File: src/hdl/dcc_cfg.svh
// Purpose: Constants for the dual comparator control register bank.
// Assumes: 8-bit register port, 100 MHz clk_sys.
// Notes:   Offsets are register-space addresses; page selects comparator bank.
// Overview of operation
// (RULE1) Control bit 7 powers first comparator
// (RULE2) Control bit 6 reads comparator result
// (RULE3) Control bit 5 sets on rising edge
// (RULE4) Control bit 4 sets on falling edge
// (RULE5) Bits 3-2 pick positive hysteresis level
// (RULE6) Bits 1-0 pick negative hysteresis level
// (RULE7) Control registers reset to all zeros
// (RULE8) Mode bit 5 enables rising interrupt
// (RULE9) Mode bit 4 enables falling interrupt
// (RULE10) Mode bits 1-0 pick response speed
// (RULE11) Mode bits 7-6, 3-2 read zero
// (RULE12) Mode registers reset to 0x02
// (RULE13) First bank: page 1, 0x88/0x89
// (RULE14) Second control register at 0x88 too
// (RULE15) Second comparator edges flag independently
// (RULE16) Second mode register: page 2, 0x89
// (RULE17) Output unsettled 20 us after enable
// (RULE18) Edge flags clear only by software
// (RULE19) Disabled comparator: pin low, no interrupt
// (RULE20) Software clears flags before enabling interrupts
// (RULE21) Interrupt when flag and enable both set
`ifndef DCC_CFG_SVH
`define DCC_CFG_SVH

`define DCC_ADDR_CTRL 8'h88
`define DCC_ADDR_MODE 8'h89
`define DCC_PAGE_FIRST 8'h01
`define DCC_PAGE_SECOND 8'h02
`define DCC_CTRL_RESET 8'h00
`define DCC_MODE_RESET 8'h02
`define DCC_MODE_MASK 8'h33
`define DCC_BIT_EN 7
`define DCC_BIT_OUT 6
`define DCC_BIT_RISE 5
`define DCC_BIT_FALL 4
`define DCC_BIT_RIE 5
`define DCC_BIT_FIE 4
`define DCC_POWERUP_NS 20000
`define DCC_CLK_NS 10
`define DCC_POWERUP_CYC ((`DCC_POWERUP_NS + `DCC_CLK_NS - 1) / `DCC_CLK_NS)

`endif

File: src/hdl/dcc_pkg.sv
// Purpose: Types for the dual comparator control register bank.
// Assumes: Included constants from dcc_cfg.svh.
// Notes:   Register access and analog control travel as packed structs.
package dcc_pkg;
    // Register port request from the processor
    typedef struct packed {
        logic wr;
        logic rd;
        logic [7:0] page;
        logic [7:0] addr;
        logic [7:0] wdata;
    } dcc_req_s;

    // Per-comparator settings driven to the analog core
    typedef struct packed {
        logic powerOn;
        logic [1:0] posHyst;
        logic [1:0] negHyst;
        logic [1:0] speedSel;
    } dcc_ana_s;
endpackage

File: src/hdl/dcc_comparator_regs.sv
// Purpose: Control and mode registers for two comparators, with edge flags.
// Assumes: Register writes and reads are single-cycle strobes on clk_sys.
// Notes:   Comparator results are asynchronous and pass two flip-flops.
`timescale 1ns/1ns
`default_nettype none
`include "dcc_cfg.svh"

module dcc_comparator_regs #(
    parameter int unsigned POWERUP_CYC = `DCC_POWERUP_CYC
) (
    input wire logic clk_sys,                 // System clock, 100 MHz
    input wire logic resetn,                  // Async reset, active low
    input wire dcc_pkg::dcc_req_s regReq,     // Register access request
    input wire logic [1:0] cmpRaw,            // Raw analog comparator outputs
    output logic [7:0] regRdata,              // Read data, valid after rd
    output dcc_pkg::dcc_ana_s firstAna,       // First comparator core settings
    output dcc_pkg::dcc_ana_s secondAna,      // Second comparator core settings
    output logic [1:0] cmpPinOut,             // Comparator outputs toward pins
    output logic [1:0] cmpIrq,                // Interrupt requests, level
    output logic [1:0] cmpSettled             // Output past power-up time
);

    // ----------------------------------------
    // Decoding helpers
    // ----------------------------------------
    function automatic logic hitReg(input dcc_pkg::dcc_req_s r, input logic [7:0] pg, input logic [7:0] ad);
        hitReg = (r.page == pg) && (r.addr == ad);
    endfunction

    // ----------------------------------------
    // Input synchroniser
    // ----------------------------------------
    logic [1:0] cmpMeta;
    logic [1:0] cmpSync;
    logic [1:0] cmpPrev;

    // Raw results come from analog, so two flops before any use
    always_ff @(posedge clk_sys or negedge resetn) begin
        if (!resetn) begin
            cmpMeta <= 2'h0;
            cmpSync <= 2'h0;
            cmpPrev <= 2'h0;
        end else begin
            cmpMeta <= cmpRaw;
            cmpSync <= cmpMeta;
            cmpPrev <= cmpSync;
        end
    end

    // ----------------------------------------
    // Register state
    // ----------------------------------------
    logic [7:0] ctrl [2];
    logic [7:0] mode [2];
    logic [7:0] next_ctrl [2];
    logic [7:0] next_mode [2];
    logic [7:0] rdata;
    logic [7:0] next_rdata;
    logic [7:0] pageOf [2];

    assign pageOf[0] = `DCC_PAGE_FIRST;
    assign pageOf[1] = `DCC_PAGE_SECOND;

    // Next register values; hardware flag set beats a software clear
    always_comb begin
        for (int i = 0; i < 2; i++) begin
            next_ctrl[i] = ctrl[i];
            next_mode[i] = mode[i];
            if (regReq.wr && hitReg(regReq, pageOf[i], `DCC_ADDR_CTRL)) begin
                next_ctrl[i] = regReq.wdata;                                     // [RULE1] [RULE5] [RULE6] [RULE14]
            end
            if (regReq.wr && hitReg(regReq, pageOf[i], `DCC_ADDR_MODE)) begin
                next_mode[i] = regReq.wdata & `DCC_MODE_MASK;                    // [RULE11] [RULE13] [RULE16]
            end
            // Result bit is hardware-owned; software writes to it are dropped
            next_ctrl[i][`DCC_BIT_OUT] = cmpSync[i] & ctrl[i][`DCC_BIT_EN];     // [RULE2]
            // Edge flags: set by edges or by writes, cleared only by writes
            if (cmpSync[i] && !cmpPrev[i] && ctrl[i][`DCC_BIT_EN]) begin
                next_ctrl[i][`DCC_BIT_RISE] = 1'b1;                              // [RULE3] [RULE15] [RULE18]
            end
            if (!cmpSync[i] && cmpPrev[i] && ctrl[i][`DCC_BIT_EN]) begin
                next_ctrl[i][`DCC_BIT_FALL] = 1'b1;                              // [RULE4] [RULE15] [RULE18]
            end
        end
        next_rdata = 8'h00;
        if (regReq.rd) begin
            for (int i = 0; i < 2; i++) begin
                if (hitReg(regReq, pageOf[i], `DCC_ADDR_CTRL)) begin
                    next_rdata = ctrl[i];
                end
                if (hitReg(regReq, pageOf[i], `DCC_ADDR_MODE)) begin
                    next_rdata = mode[i] & `DCC_MODE_MASK;                      // [RULE11]
                end
            end
        end
    end

    // Register update; reset leaves comparators off, mode 2
    always_ff @(posedge clk_sys or negedge resetn) begin
        if (!resetn) begin
            for (int i = 0; i < 2; i++) begin
                ctrl[i] <= `DCC_CTRL_RESET;                                      // [RULE7]
                mode[i] <= `DCC_MODE_RESET;                                      // [RULE12]
            end
            rdata <= 8'h00;
        end else begin
            for (int i = 0; i < 2; i++) begin
                ctrl[i] <= next_ctrl[i];
                mode[i] <= next_mode[i];
            end
            rdata <= next_rdata;
        end
    end

    // ----------------------------------------
    // Power-up settle timers
    // ----------------------------------------
    logic [15:0] settleCnt [2];
    logic [15:0] next_settleCnt [2];
    logic [1:0] enPrev;

    // Count restarts on every enable rising edge; disabled means unsettled
    always_comb begin
        for (int i = 0; i < 2; i++) begin
            next_settleCnt[i] = settleCnt[i];
            if (!ctrl[i][`DCC_BIT_EN] || !enPrev[i]) begin
                next_settleCnt[i] = 16'h0000;                                    // [RULE17]
            end else if (settleCnt[i] < 16'(POWERUP_CYC)) begin
                next_settleCnt[i] = settleCnt[i] + 16'h0001;                     // [RULE17]
            end
        end
    end

    always_ff @(posedge clk_sys or negedge resetn) begin
        if (!resetn) begin
            settleCnt[0] <= 16'h0000;
            settleCnt[1] <= 16'h0000;
            enPrev <= 2'h0;
        end else begin
            settleCnt[0] <= next_settleCnt[0];
            settleCnt[1] <= next_settleCnt[1];
            enPrev <= {ctrl[1][`DCC_BIT_EN], ctrl[0][`DCC_BIT_EN]};
        end
    end

    // ----------------------------------------
    // Outputs, all registered
    // ----------------------------------------
    dcc_pkg::dcc_ana_s next_firstAna;
    dcc_pkg::dcc_ana_s next_secondAna;
    logic [1:0] next_pin;
    logic [1:0] next_irq;
    logic [1:0] next_settled;

    // Interrupts gated by enable; software must clear stale flags first
    always_comb begin
        next_firstAna = {next_ctrl[0][7], next_ctrl[0][3:2], next_ctrl[0][1:0], next_mode[0][1:0]}; // [RULE1] [RULE5] [RULE10]
        next_secondAna = {next_ctrl[1][7], next_ctrl[1][3:2], next_ctrl[1][1:0], next_mode[1][1:0]};
        for (int i = 0; i < 2; i++) begin
            next_pin[i] = next_ctrl[i][`DCC_BIT_EN] & next_ctrl[i][`DCC_BIT_OUT];          // [RULE19]
            next_irq[i] = next_ctrl[i][`DCC_BIT_EN] &
                ((next_ctrl[i][`DCC_BIT_RISE] & next_mode[i][`DCC_BIT_RIE]) |
                 (next_ctrl[i][`DCC_BIT_FALL] & next_mode[i][`DCC_BIT_FIE]));              // [RULE8] [RULE9] [RULE19] [RULE21]
            next_settled[i] = ctrl[i][`DCC_BIT_EN] && (settleCnt[i] >= 16'(POWERUP_CYC));  // [RULE17]
        end
    end

    always_ff @(posedge clk_sys or negedge resetn) begin
        if (!resetn) begin
            firstAna <= '{powerOn: 1'b0, posHyst: 2'h0, negHyst: 2'h0, speedSel: 2'h2};
            secondAna <= '{powerOn: 1'b0, posHyst: 2'h0, negHyst: 2'h0, speedSel: 2'h2};
            cmpPinOut <= 2'h0;
            cmpIrq <= 2'h0;
            cmpSettled <= 2'h0;
        end else begin
            firstAna <= next_firstAna;
            secondAna <= next_secondAna;
            cmpPinOut <= next_pin;
            cmpIrq <= next_irq;
            cmpSettled <= next_settled;
        end
    end

    assign regRdata = rdata;
endmodule
`default_nettype wire

File: config.mk
export PLATFORM = sky130hd
export DESIGN_NAME = dcc_comparator_regs
export DESIGN_NICKNAME = d
export VERILOG_FILES = /design/src/hdl/dcc_pkg.sv /design/src/hdl/dcc_comparator_regs.sv
export VERILOG_INCLUDE_DIRS = /design/src /design/src/hdl
export SDC_FILE = /design/constraint.sdc
export NUM_CORES = 1
export LEC_CHECK = 0
export BUFFER_PORTS_ARGS = -buffer_cell sky130_fd_sc_hd__buf_2
export CAP_MARGIN = 25
export CORE_AREA = 2 2 61 120
export DETAILED_ROUTE_END_ITERATION = 8
export DIE_AREA = 0 0 63 122
export GPL_ROUTABILITY_DRIVEN = 0
export PLACE_DENSITY = 0.72
export SYNTH_ARGS = -nofsm -noshare
export SYNTH_HDL_FRONTEND = slang
export SYNTH_SLANG_ARGS = --single-unit
File: constraint.sdc
create_clock -name clk_sys -period 5.6 [get_ports clk_sys]
set_clock_uncertainty 0.1 [all_clocks]
set_input_delay 0.84 -clock clk_sys [delete_from_list [all_inputs] [get_ports clk_sys]]
set_output_delay 0.84 -clock clk_sys [all_outputs]
set_load 0.005 [all_outputs]
* After elaboration in Yosys (flattened, before gate mapping)
Cells that the tools add are included. W data, S select, Z words.
Word-level totals: bits in registers 92, input bits 30, word-level logic and storage cells 91, output and inout bits 28
Operators by class: add/subtract/negate cells 2, reduce and logical (&&, ||, !) cells 30, bitwise logic cells 12, muxes and demuxes 17, equality and inequality tests 4, order comparisons 4
Operators with widths (number):
- $mux W16 | 4
- $mux W8 | 7
- $add A16 B1 Y16 const B | 2
- $ge A16 B11 Y1 const B | 2
- $lt A16 B11 Y1 const B | 2
- $logic_and A1 B1 Y1 | 18
- $eq A8 B8 Y1 const B | 2
- $mux W6 | 2
- $and A1 B1 Y1 | 10
- $eq A8 B1 Y1 const B | 1
- $eq A8 B2 Y1 const B | 1
- $logic_not A1 Y1 | 8
- $mux W1 | 4
- $reduce_bool A2 Y1 | 2
- $logic_or A1 B1 Y1 | 2
- $or A1 B1 Y1 | 2

* Depth between registers and ports, before layout
Gate-level depths: netlist (run 1).
depth in word-level cells 8, gate-level depth with buffers 6

* Least setup slack after synthesis (run 1)
No wires, ideal clock.
path kind input to register, start point in regReq[9] (netlist bit), end point reg cmpIrq[1], setup time 0.084 ns, required time 5.416 ns, data arrival time 2.220 ns, slack 3.196 ns, stages on the path 5, path buffers 0, cell sequence or3b_2 > nor3b_1 > a311o_1 > o211ai_1 > a21boi_0
On the way: cells in the longest elaborated chain, start to end 8, elaborated cells between the ends (all ways) 14, classes of those cells eq/ne: 2; mux: 4; bitwise: 4; reduce/logical: 4
RTL lines:
- start, declared | RTL line dcc_comparator_regs.sv:13 | input wire dcc_pkg::dcc_req_s regReq,
- $eq A8 B8 Y1 | RTL line dcc_comparator_regs.sv:27 | hitReg = (r.page == pg) && (r.addr == ad);
- $logic_and A1 B1 Y1 | RTL line dcc_comparator_regs.sv:27
- $logic_and A1 B1 Y1 | RTL line dcc_comparator_regs.sv:69 | if (regReq.wr && hitReg(regReq, pageOf[i], `DCC_ADDR_CTRL)) begin
- $mux W8 | RTL line dcc_comparator_regs.sv:69
- $mux W1, on equally long branches | RTL line dcc_comparator_regs.sv:78, dcc_comparator_regs.sv:81
- $and A1 B1 Y1, on equally long branches | RTL line dcc_comparator_regs.sv:162, dcc_comparator_regs.sv:163
- $or A1 B1 Y1 | RTL line dcc_comparator_regs.sv:162 | ((next_ctrl[i][`DCC_BIT_RISE] & next_mode[i][`DCC_BIT_RIE]) |
- $and A1 B1 Y1 (*) | RTL line dcc_comparator_regs.sv:161 | next_irq[i] = next_ctrl[i][`DCC_BIT_EN] &
- named net next_irq[1] | RTL line dcc_comparator_regs.sv:152 | logic [1:0] next_irq;
- end signal, assigned | RTL line dcc_comparator_regs.sv:179 | cmpIrq <= next_irq;
- end, declared | RTL line dcc_comparator_regs.sv:19 | output logic [1:0] cmpIrq,
Mark *: on every way through the listed nets, which the timed path passes. The rest lies on a longest branch. A chain may end at the register's enable or synchronous reset.

==> out/qor.txt, run 1 <==
Max Freq = 364.9 MHz
Ys Warns = 0
Worst Tran Pin Value = 769.4 ps
Final min period = 2741 ps
Detail Route Antenna Nets = 0
Routed wire per std cell = 15.47 um
Post-CTS sizing = 0
Power Dens Cells = 279.9 nW/um2
Crit path DAT = 2840 ps
RSZ-0062 raised after global routing = no
DR pass1 iterations = 4
Post-DP HPWL = 4970 um
Final Hold Vio Count = 0
Total congestion overflow = 0
Mapped Cells = 322
Syn Area/Cell = 11.25 um2
EDFF count, synth = 0
Worst Hold Class = in -> async
Distinct cell type count after synthesis = 51
Post-route core utilization = 61.69%
Pwr Total = 1.180 mW
Final setup TNS = 0 ps
CTS Buffer Depth = 2
Synthesized cell area = 3622 um2
P&R area growth vs syn = 16.37%
Synth Flop Type = dfrtp_1
I/O pin count = 58
Largest net degree at the start of global routing = 79
Setup Buffers After CTS = 0
Iteration-0 DRC Markers = 131
Vias/cell = 5.534
Root Driver = clkbuf_16
Final WL = 7179 um
Total GRT Usage = 20.41%
FP Rows = 43
Cell area after layout = 4215 um2
Fraction of layout cells with a size suffix above 1 = 27.54%
Diode count = 0
Vias = 2568
Cts hold-fix bufs = 0
DRC Markers = 0
CP Data Required Time = 5700 ps
Final worst path period share = 48.94%
VDD IR-drop max = 205.1 uV
Die width = 63 um
Die area = 7686 um2
Crit Path Max Fanout = 15
Max-slew violations = 0
Pre-CTS setup slack = 2576 ps
Clk slew on worst S/H paths = 50 ps
# clock sinks = 78
Delay-heaviest family, CP = simple AND/OR/NAND/NOR gates
Initial Util = 53.01%
PortBufs = 56
Worst path slowest cell = nor3_2
Max-cap violations = 0
Synth Register Bits = 78
Status = completed
P_leak = 2.015 nW
CTS Buf Count = 9
Register area share after synthesis = 53.96%
CP Launch Type = input port
Core area = 6833 um2
Die Ht = 122 um
Final net count = 403
Slew margin rel. = 48.28%
Crit path cell chain = buf_2 > nor2_1 > nand3_1 > nor3_2 > mux2_2 > a21boi_0
Setup ws final = 2859 ps
Vias in the first global route = 2567
First-pass GRT wire length = 12030 um
Area leader, netlist = dfrtp_1
CP Capture Type = flip-flop
H-Tree Depth = 3
Fraction of registers with async set/reset = 100.0%
Initial antenna violation count = 0
Count of final setup violators = 0
WS Path Type = in -> reg
Top post-synthesis cells by area = dfrtp_1 (53%), mux2_2 (4.4%), nor2_1 (3.9%)
Slowest stage delay, CP = 760 ps
CTS tree = done
Post-synth top area share = 52.50%
CP bufs+invs = 1
Synthesized net count = 356
Clock latency on the worst-skew pair = 330 ps
Placed Instance Area = 3886 um2
stage by stage:
stage / hold WS (ps) / cells
global placement: 233.4 / 447
detailed placement: 234.7 / 447
CTS: 247.3 / 463
finish: 227.0 / 464
floorplan: 231.2 / 322
global route: 220.7 / 464
sequential cells by signal (all words and copies together) (netlist names):
register	count
cmpIrq	2
cmpMeta	2
cmpPinOut	2
cmpPrev	2
cmpSettled	2
cmpSync	2
ctrl	12
enPrev	2
firstAna	3
mode	6
regRdata	8
secondAna	3
settleCnt	32
worst register-to-register path, delay by kind of cell, from the launching register on:
kind	cells	cell delay, ps
and+or+nand+nor	3	910
AOI/OAI and AO/OA	1	510
DFF	1	380
xor gates and xnor gates	1	160
per-layer routing:
layer	wire, um	up-vias	track usage (%)
met1	3274	1246	26.27
li1	-	1243	-
met5	0	-	0
met2	3443	70	31.78
met4	117	0	9.167
met3	343	9	6.094
layout by cell type (no fill, tap or decap), drive strengths merged, types with 5 or more instances in the layout:
cell     n
mux2    14
inv      9
nor2    38
nor3     7
dfrtp   76
nand3    6
clkbuf  12
nor4    10
and2     6
nand4   11
and3    15
nor3b    5
xnor2   14
buf     57
nand2   12
final timing paths:
check,end,slack (ps),from,depth (start not counted)
setup reg to reg,settleCnt[5],3400,settleCnt[12],5
hold / removal,settleCnt[7],230,resetn,1
max in group asynchronous,mode[1],4570,resetn,2
min in group clk_sys,cmpSync[1],250,cmpMeta[1],0
setup / recovery,cmpIrq[0],2860,regReq[23],6
hold reg to reg,cmpSync[1],250,cmpMeta[1],0
power by group:
| group | leakage [nW] | internal [mW] | switching, mW |
|---|---|---|---|
| clock | 0.152 | 0.367 | 0.208 |
| combinational | 0.793 | 0.0138 | 0.0235 |
| sequential | 1.07 | 0.566 | 0.00126 |
| total | 2.01 | 0.947 | 0.233 |
Yosys cell counts (5+ instances only):
master and instances:
dfrtp_1 76, xnor2_1 14, nor2_1 38, nand4_1 11, buf_4 14, nor3_1 5, mux2_2 14, and2_1 6
inv_1 9, nand2_1 12, clkbuf_1 6, and3_1 14, nand3_1 6, nor4_1 9
layout make-up:
cell class / count / area (um2)
Fill cell: 580 / 2618
Sequential cell: 78 / 1954
Multi-Input combinational cell: 214 / 1503
Timing Repair Buffer: 57 / 310.3
Clock buffer: 12 / 256.5
Tap cell: 90 / 112.6
Clock inverter: 4 / 45.04
Inverter: 9 / 33.78
cell families after synthesis:
logic type               share of synthesized area, %
XOR/XNOR                                        4.111
buffers and inverters                           4.559
AND/OR/NAND/NOR                                 22.18
flip-flops                                      53.95
AO/OA/AOI/OAI                                   8.360
multiplexers                                    5.458
adder cells (fa/ha/maj)                         1.382
No activity file was read; power rests on OpenSTA's default activity.
==> run 2: changes to the inputs <==
==> constraint.sdc (replaced) <==
create_clock -name clk_sys -period 2.8 [get_ports clk_sys]
set_clock_uncertainty 0.1 [all_clocks]
set_input_delay 0.42 -clock clk_sys [delete_from_list [all_inputs] [get_ports clk_sys]]
set_output_delay 0.42 -clock clk_sys [all_outputs]
set_load 0.005 [all_outputs]
==> out/qor.txt, run 2 (same netlist as run 1, synthesis figures left out) <==
Die Ht = 122 um (unchanged)
Clock latency on the worst-skew pair = 320 ps (about the same)
Count of final setup violators = 0 (unchanged)
Max-cap violations = 0 (unchanged)
P&R area growth vs syn = 16.58%
Worst setup startpoint = settleCnt[12]
Total GRT Usage = 20.03% (-0.38 points)
CTS tree = done
Most common cell after layout, fill and taps aside = dfrtp_1
Initial antenna violation count = 0 (unchanged)
CP Capture Type = flip-flop
GR Util met3 = 4.709% (-1.4 points)
Setup Buffers After CTS = 0 (unchanged)
WS Path Type = reg -> reg
CP Data Required Time = 2940 ps (-2760 ps)
H-Tree Depth = 3 (unchanged)
Final net count = 408 (+1.2%)
Total congestion overflow = 0 (unchanged)
CTS Buffer Depth = 2 (unchanged)
FP Rows = 43 (unchanged)
Status = completed
I/O pin count = 58 (unchanged)
DR pass1 iterations = 4 (unchanged)
Commonest cells after routing, fill and taps aside = dfrtp_1 (76), buf_2 (55), nor2_1 (38)
Routed wire per std cell = 15.13 um (-2.2%)
Iteration-0 DRC Markers = 101 (-23%)
Gr busiest metal = met2
Largest net degree at the start of global routing = 79 (unchanged)
Vias = 2617 (+1.9%)
Worst Hold Class = in -> reg
Fraction of layout cells with a size suffix above 1 = 27.51% (about the same)
RSZ-0062 raised after global routing = no
Vias/cell = 5.592 (+1.0%)
Met2 Usage GRT = 29.45% (-2.3 points)
Pwr Total = 2.257 mW (+91%)
R2R Setup Slk = 680 ps (-2720 ps)
Detail Route Antenna Nets = 0 (unchanged)
Post-DP HPWL = 4942 um (-0.57%)
Worst Tran Pin Value = 779.8 ps (+10.46 ps)
Final min period = 2120 ps
Max Freq = 471.6 MHz
Vias in the first global route = 2551 (-0.62%)
Die area = 7686 um2 (unchanged)
Diode count = 0 (unchanged)
Max reg flops = 32 (unchanged)
Cell Count, Final, Fillers Out = 468 (+0.86%)
Inst Count DP = 451 (+0.89%)
Clk slew on worst S/H paths = 50 ps (about the same)
Worst reg2reg path depth = 4 (-1)
First-pass GRT wire length = 12000 um (-0.28%)
PortBufs = 56 (unchanged)
Final worst path period share = 75.73%
Slew margin rel. = 47.58% (-0.70 points)
Final setup TNS = 0 ps (unchanged)
# clock sinks = 78 (unchanged)
CP Launch Type = flip-flop
VDD IR-drop max = 501.5 uV (+140%)
Core area = 6833 um2 (unchanged)
Slowest stage delay, CP = 550 ps (-210 ps)
P_leak = 2.021 nW (+0.32%)
Root Driver = clkbuf_16
Crit path DAT = 2260 ps (-580 ps)
Final WL = 7080 um (-1.4%)
Initial Util = 53.01% (unchanged)
Top reg by flops = settleCnt
Crit Path Max Fanout = 5 (-10)
Final Hold Vio Count = 0 (unchanged)
Crit path cell chain = or4_4 > a2111o_1 > or3_1 > a21oi_1
Power Dens Cells = 534.4 nW/um2 (+91%)
Die width = 63 um (unchanged)
Worst path slowest cell = or4_4
CTS Buf Count = 9 (unchanged)
Worst reg2reg startpoint = settleCnt[12]
Worst setup path end = settleCnt[3]
Max-slew violations = 0 (unchanged)
Met1 usage = 27.75% (+1.5 points)
DRC Markers = 0 (unchanged)
Reg2reg end = settleCnt[3]
## run 2: cell count changes in the layout (fill, tap and decap cells not counted), sizes merged
cell,before,now
buf,57,61
bufinv,1,0
clkinv,3,1
dlygate4sd3,0,1
clkbuf,12,14
## run 2: cell type report
type | count | area (um2)
Fill cell | 551 | 2610
Inverter | 9 | 33.78
Clock inverter | 1 | 5.005
Clock buffer | 14 | 264.0
Multi-Input combinational cell | 214 | 1503
Tap cell | 90 | 112.6
Timing Repair Buffer | 62 | 350.3
Sequential cell | 78 | 1954
## run 2: per-stage QoR
stage                     hold slack, ps  setup slack, ps  util, %  cell area [um2]
after floorplan                    24.41            792.8        -             3622
after global placement             233.5            455.2    57.32             3916
after detailed placement           237.3            448.1    57.32             3916
after CTS                          86.26            673.3    61.25             4185
after global routing               82.12            551.9    61.80             4223
final                              97.34            679.6    61.80             4223
## run 2: what timing repair did
| action | 4_1_cts | 5_1_grt |
|---|---|---|
| hold buffers | 0 | 1 |
| gates resized for setup | 0 | 0 |
| endpoints found under the hold margin | 0 | 8 |
## run 2: per-layer routing
layer / up-vias / share of wire, %
met1: 1264 / 47
met2: 92 / 46
met4: 0 / 2.1
met3: 13 / 5.3
li1: 1248 / -
met5: - / 0
## run 2: worst max-delay path: cells and delay by family (launching register included)
family,cells,cell delay (ps)
AOI/OAI and AO/OA,2,640
and+or+nand+nor,2,920
DFF,1,380
## run 2: worst min-delay path by stage
stage / slack (ps) / to / cells past startpoint / from
6_report: 100 / cmpMeta[0] / 1 / cmpRaw[0]
5_1_grt: 80 / cmpMeta[1] / 1 / cmpRaw[1]
4_1_cts: 90 / cmpMeta[0] / 1 / cmpRaw[0]
3_5_place_dp: 240 / cmpSync[0] / 0 / cmpMeta[0]
3_3_place_gp: 230 / cmpSync[0] / 0 / cmpMeta[0]
2_1_floorplan: 20 / cmpIrq[0] / 0 / resetn
## run 2: report_power, final
part	switching, mW	internal [mW]
combinational	0.0464	0.0287
clock	0.404	0.642
sequential	0.00247	1.13
total	0.453	1.80
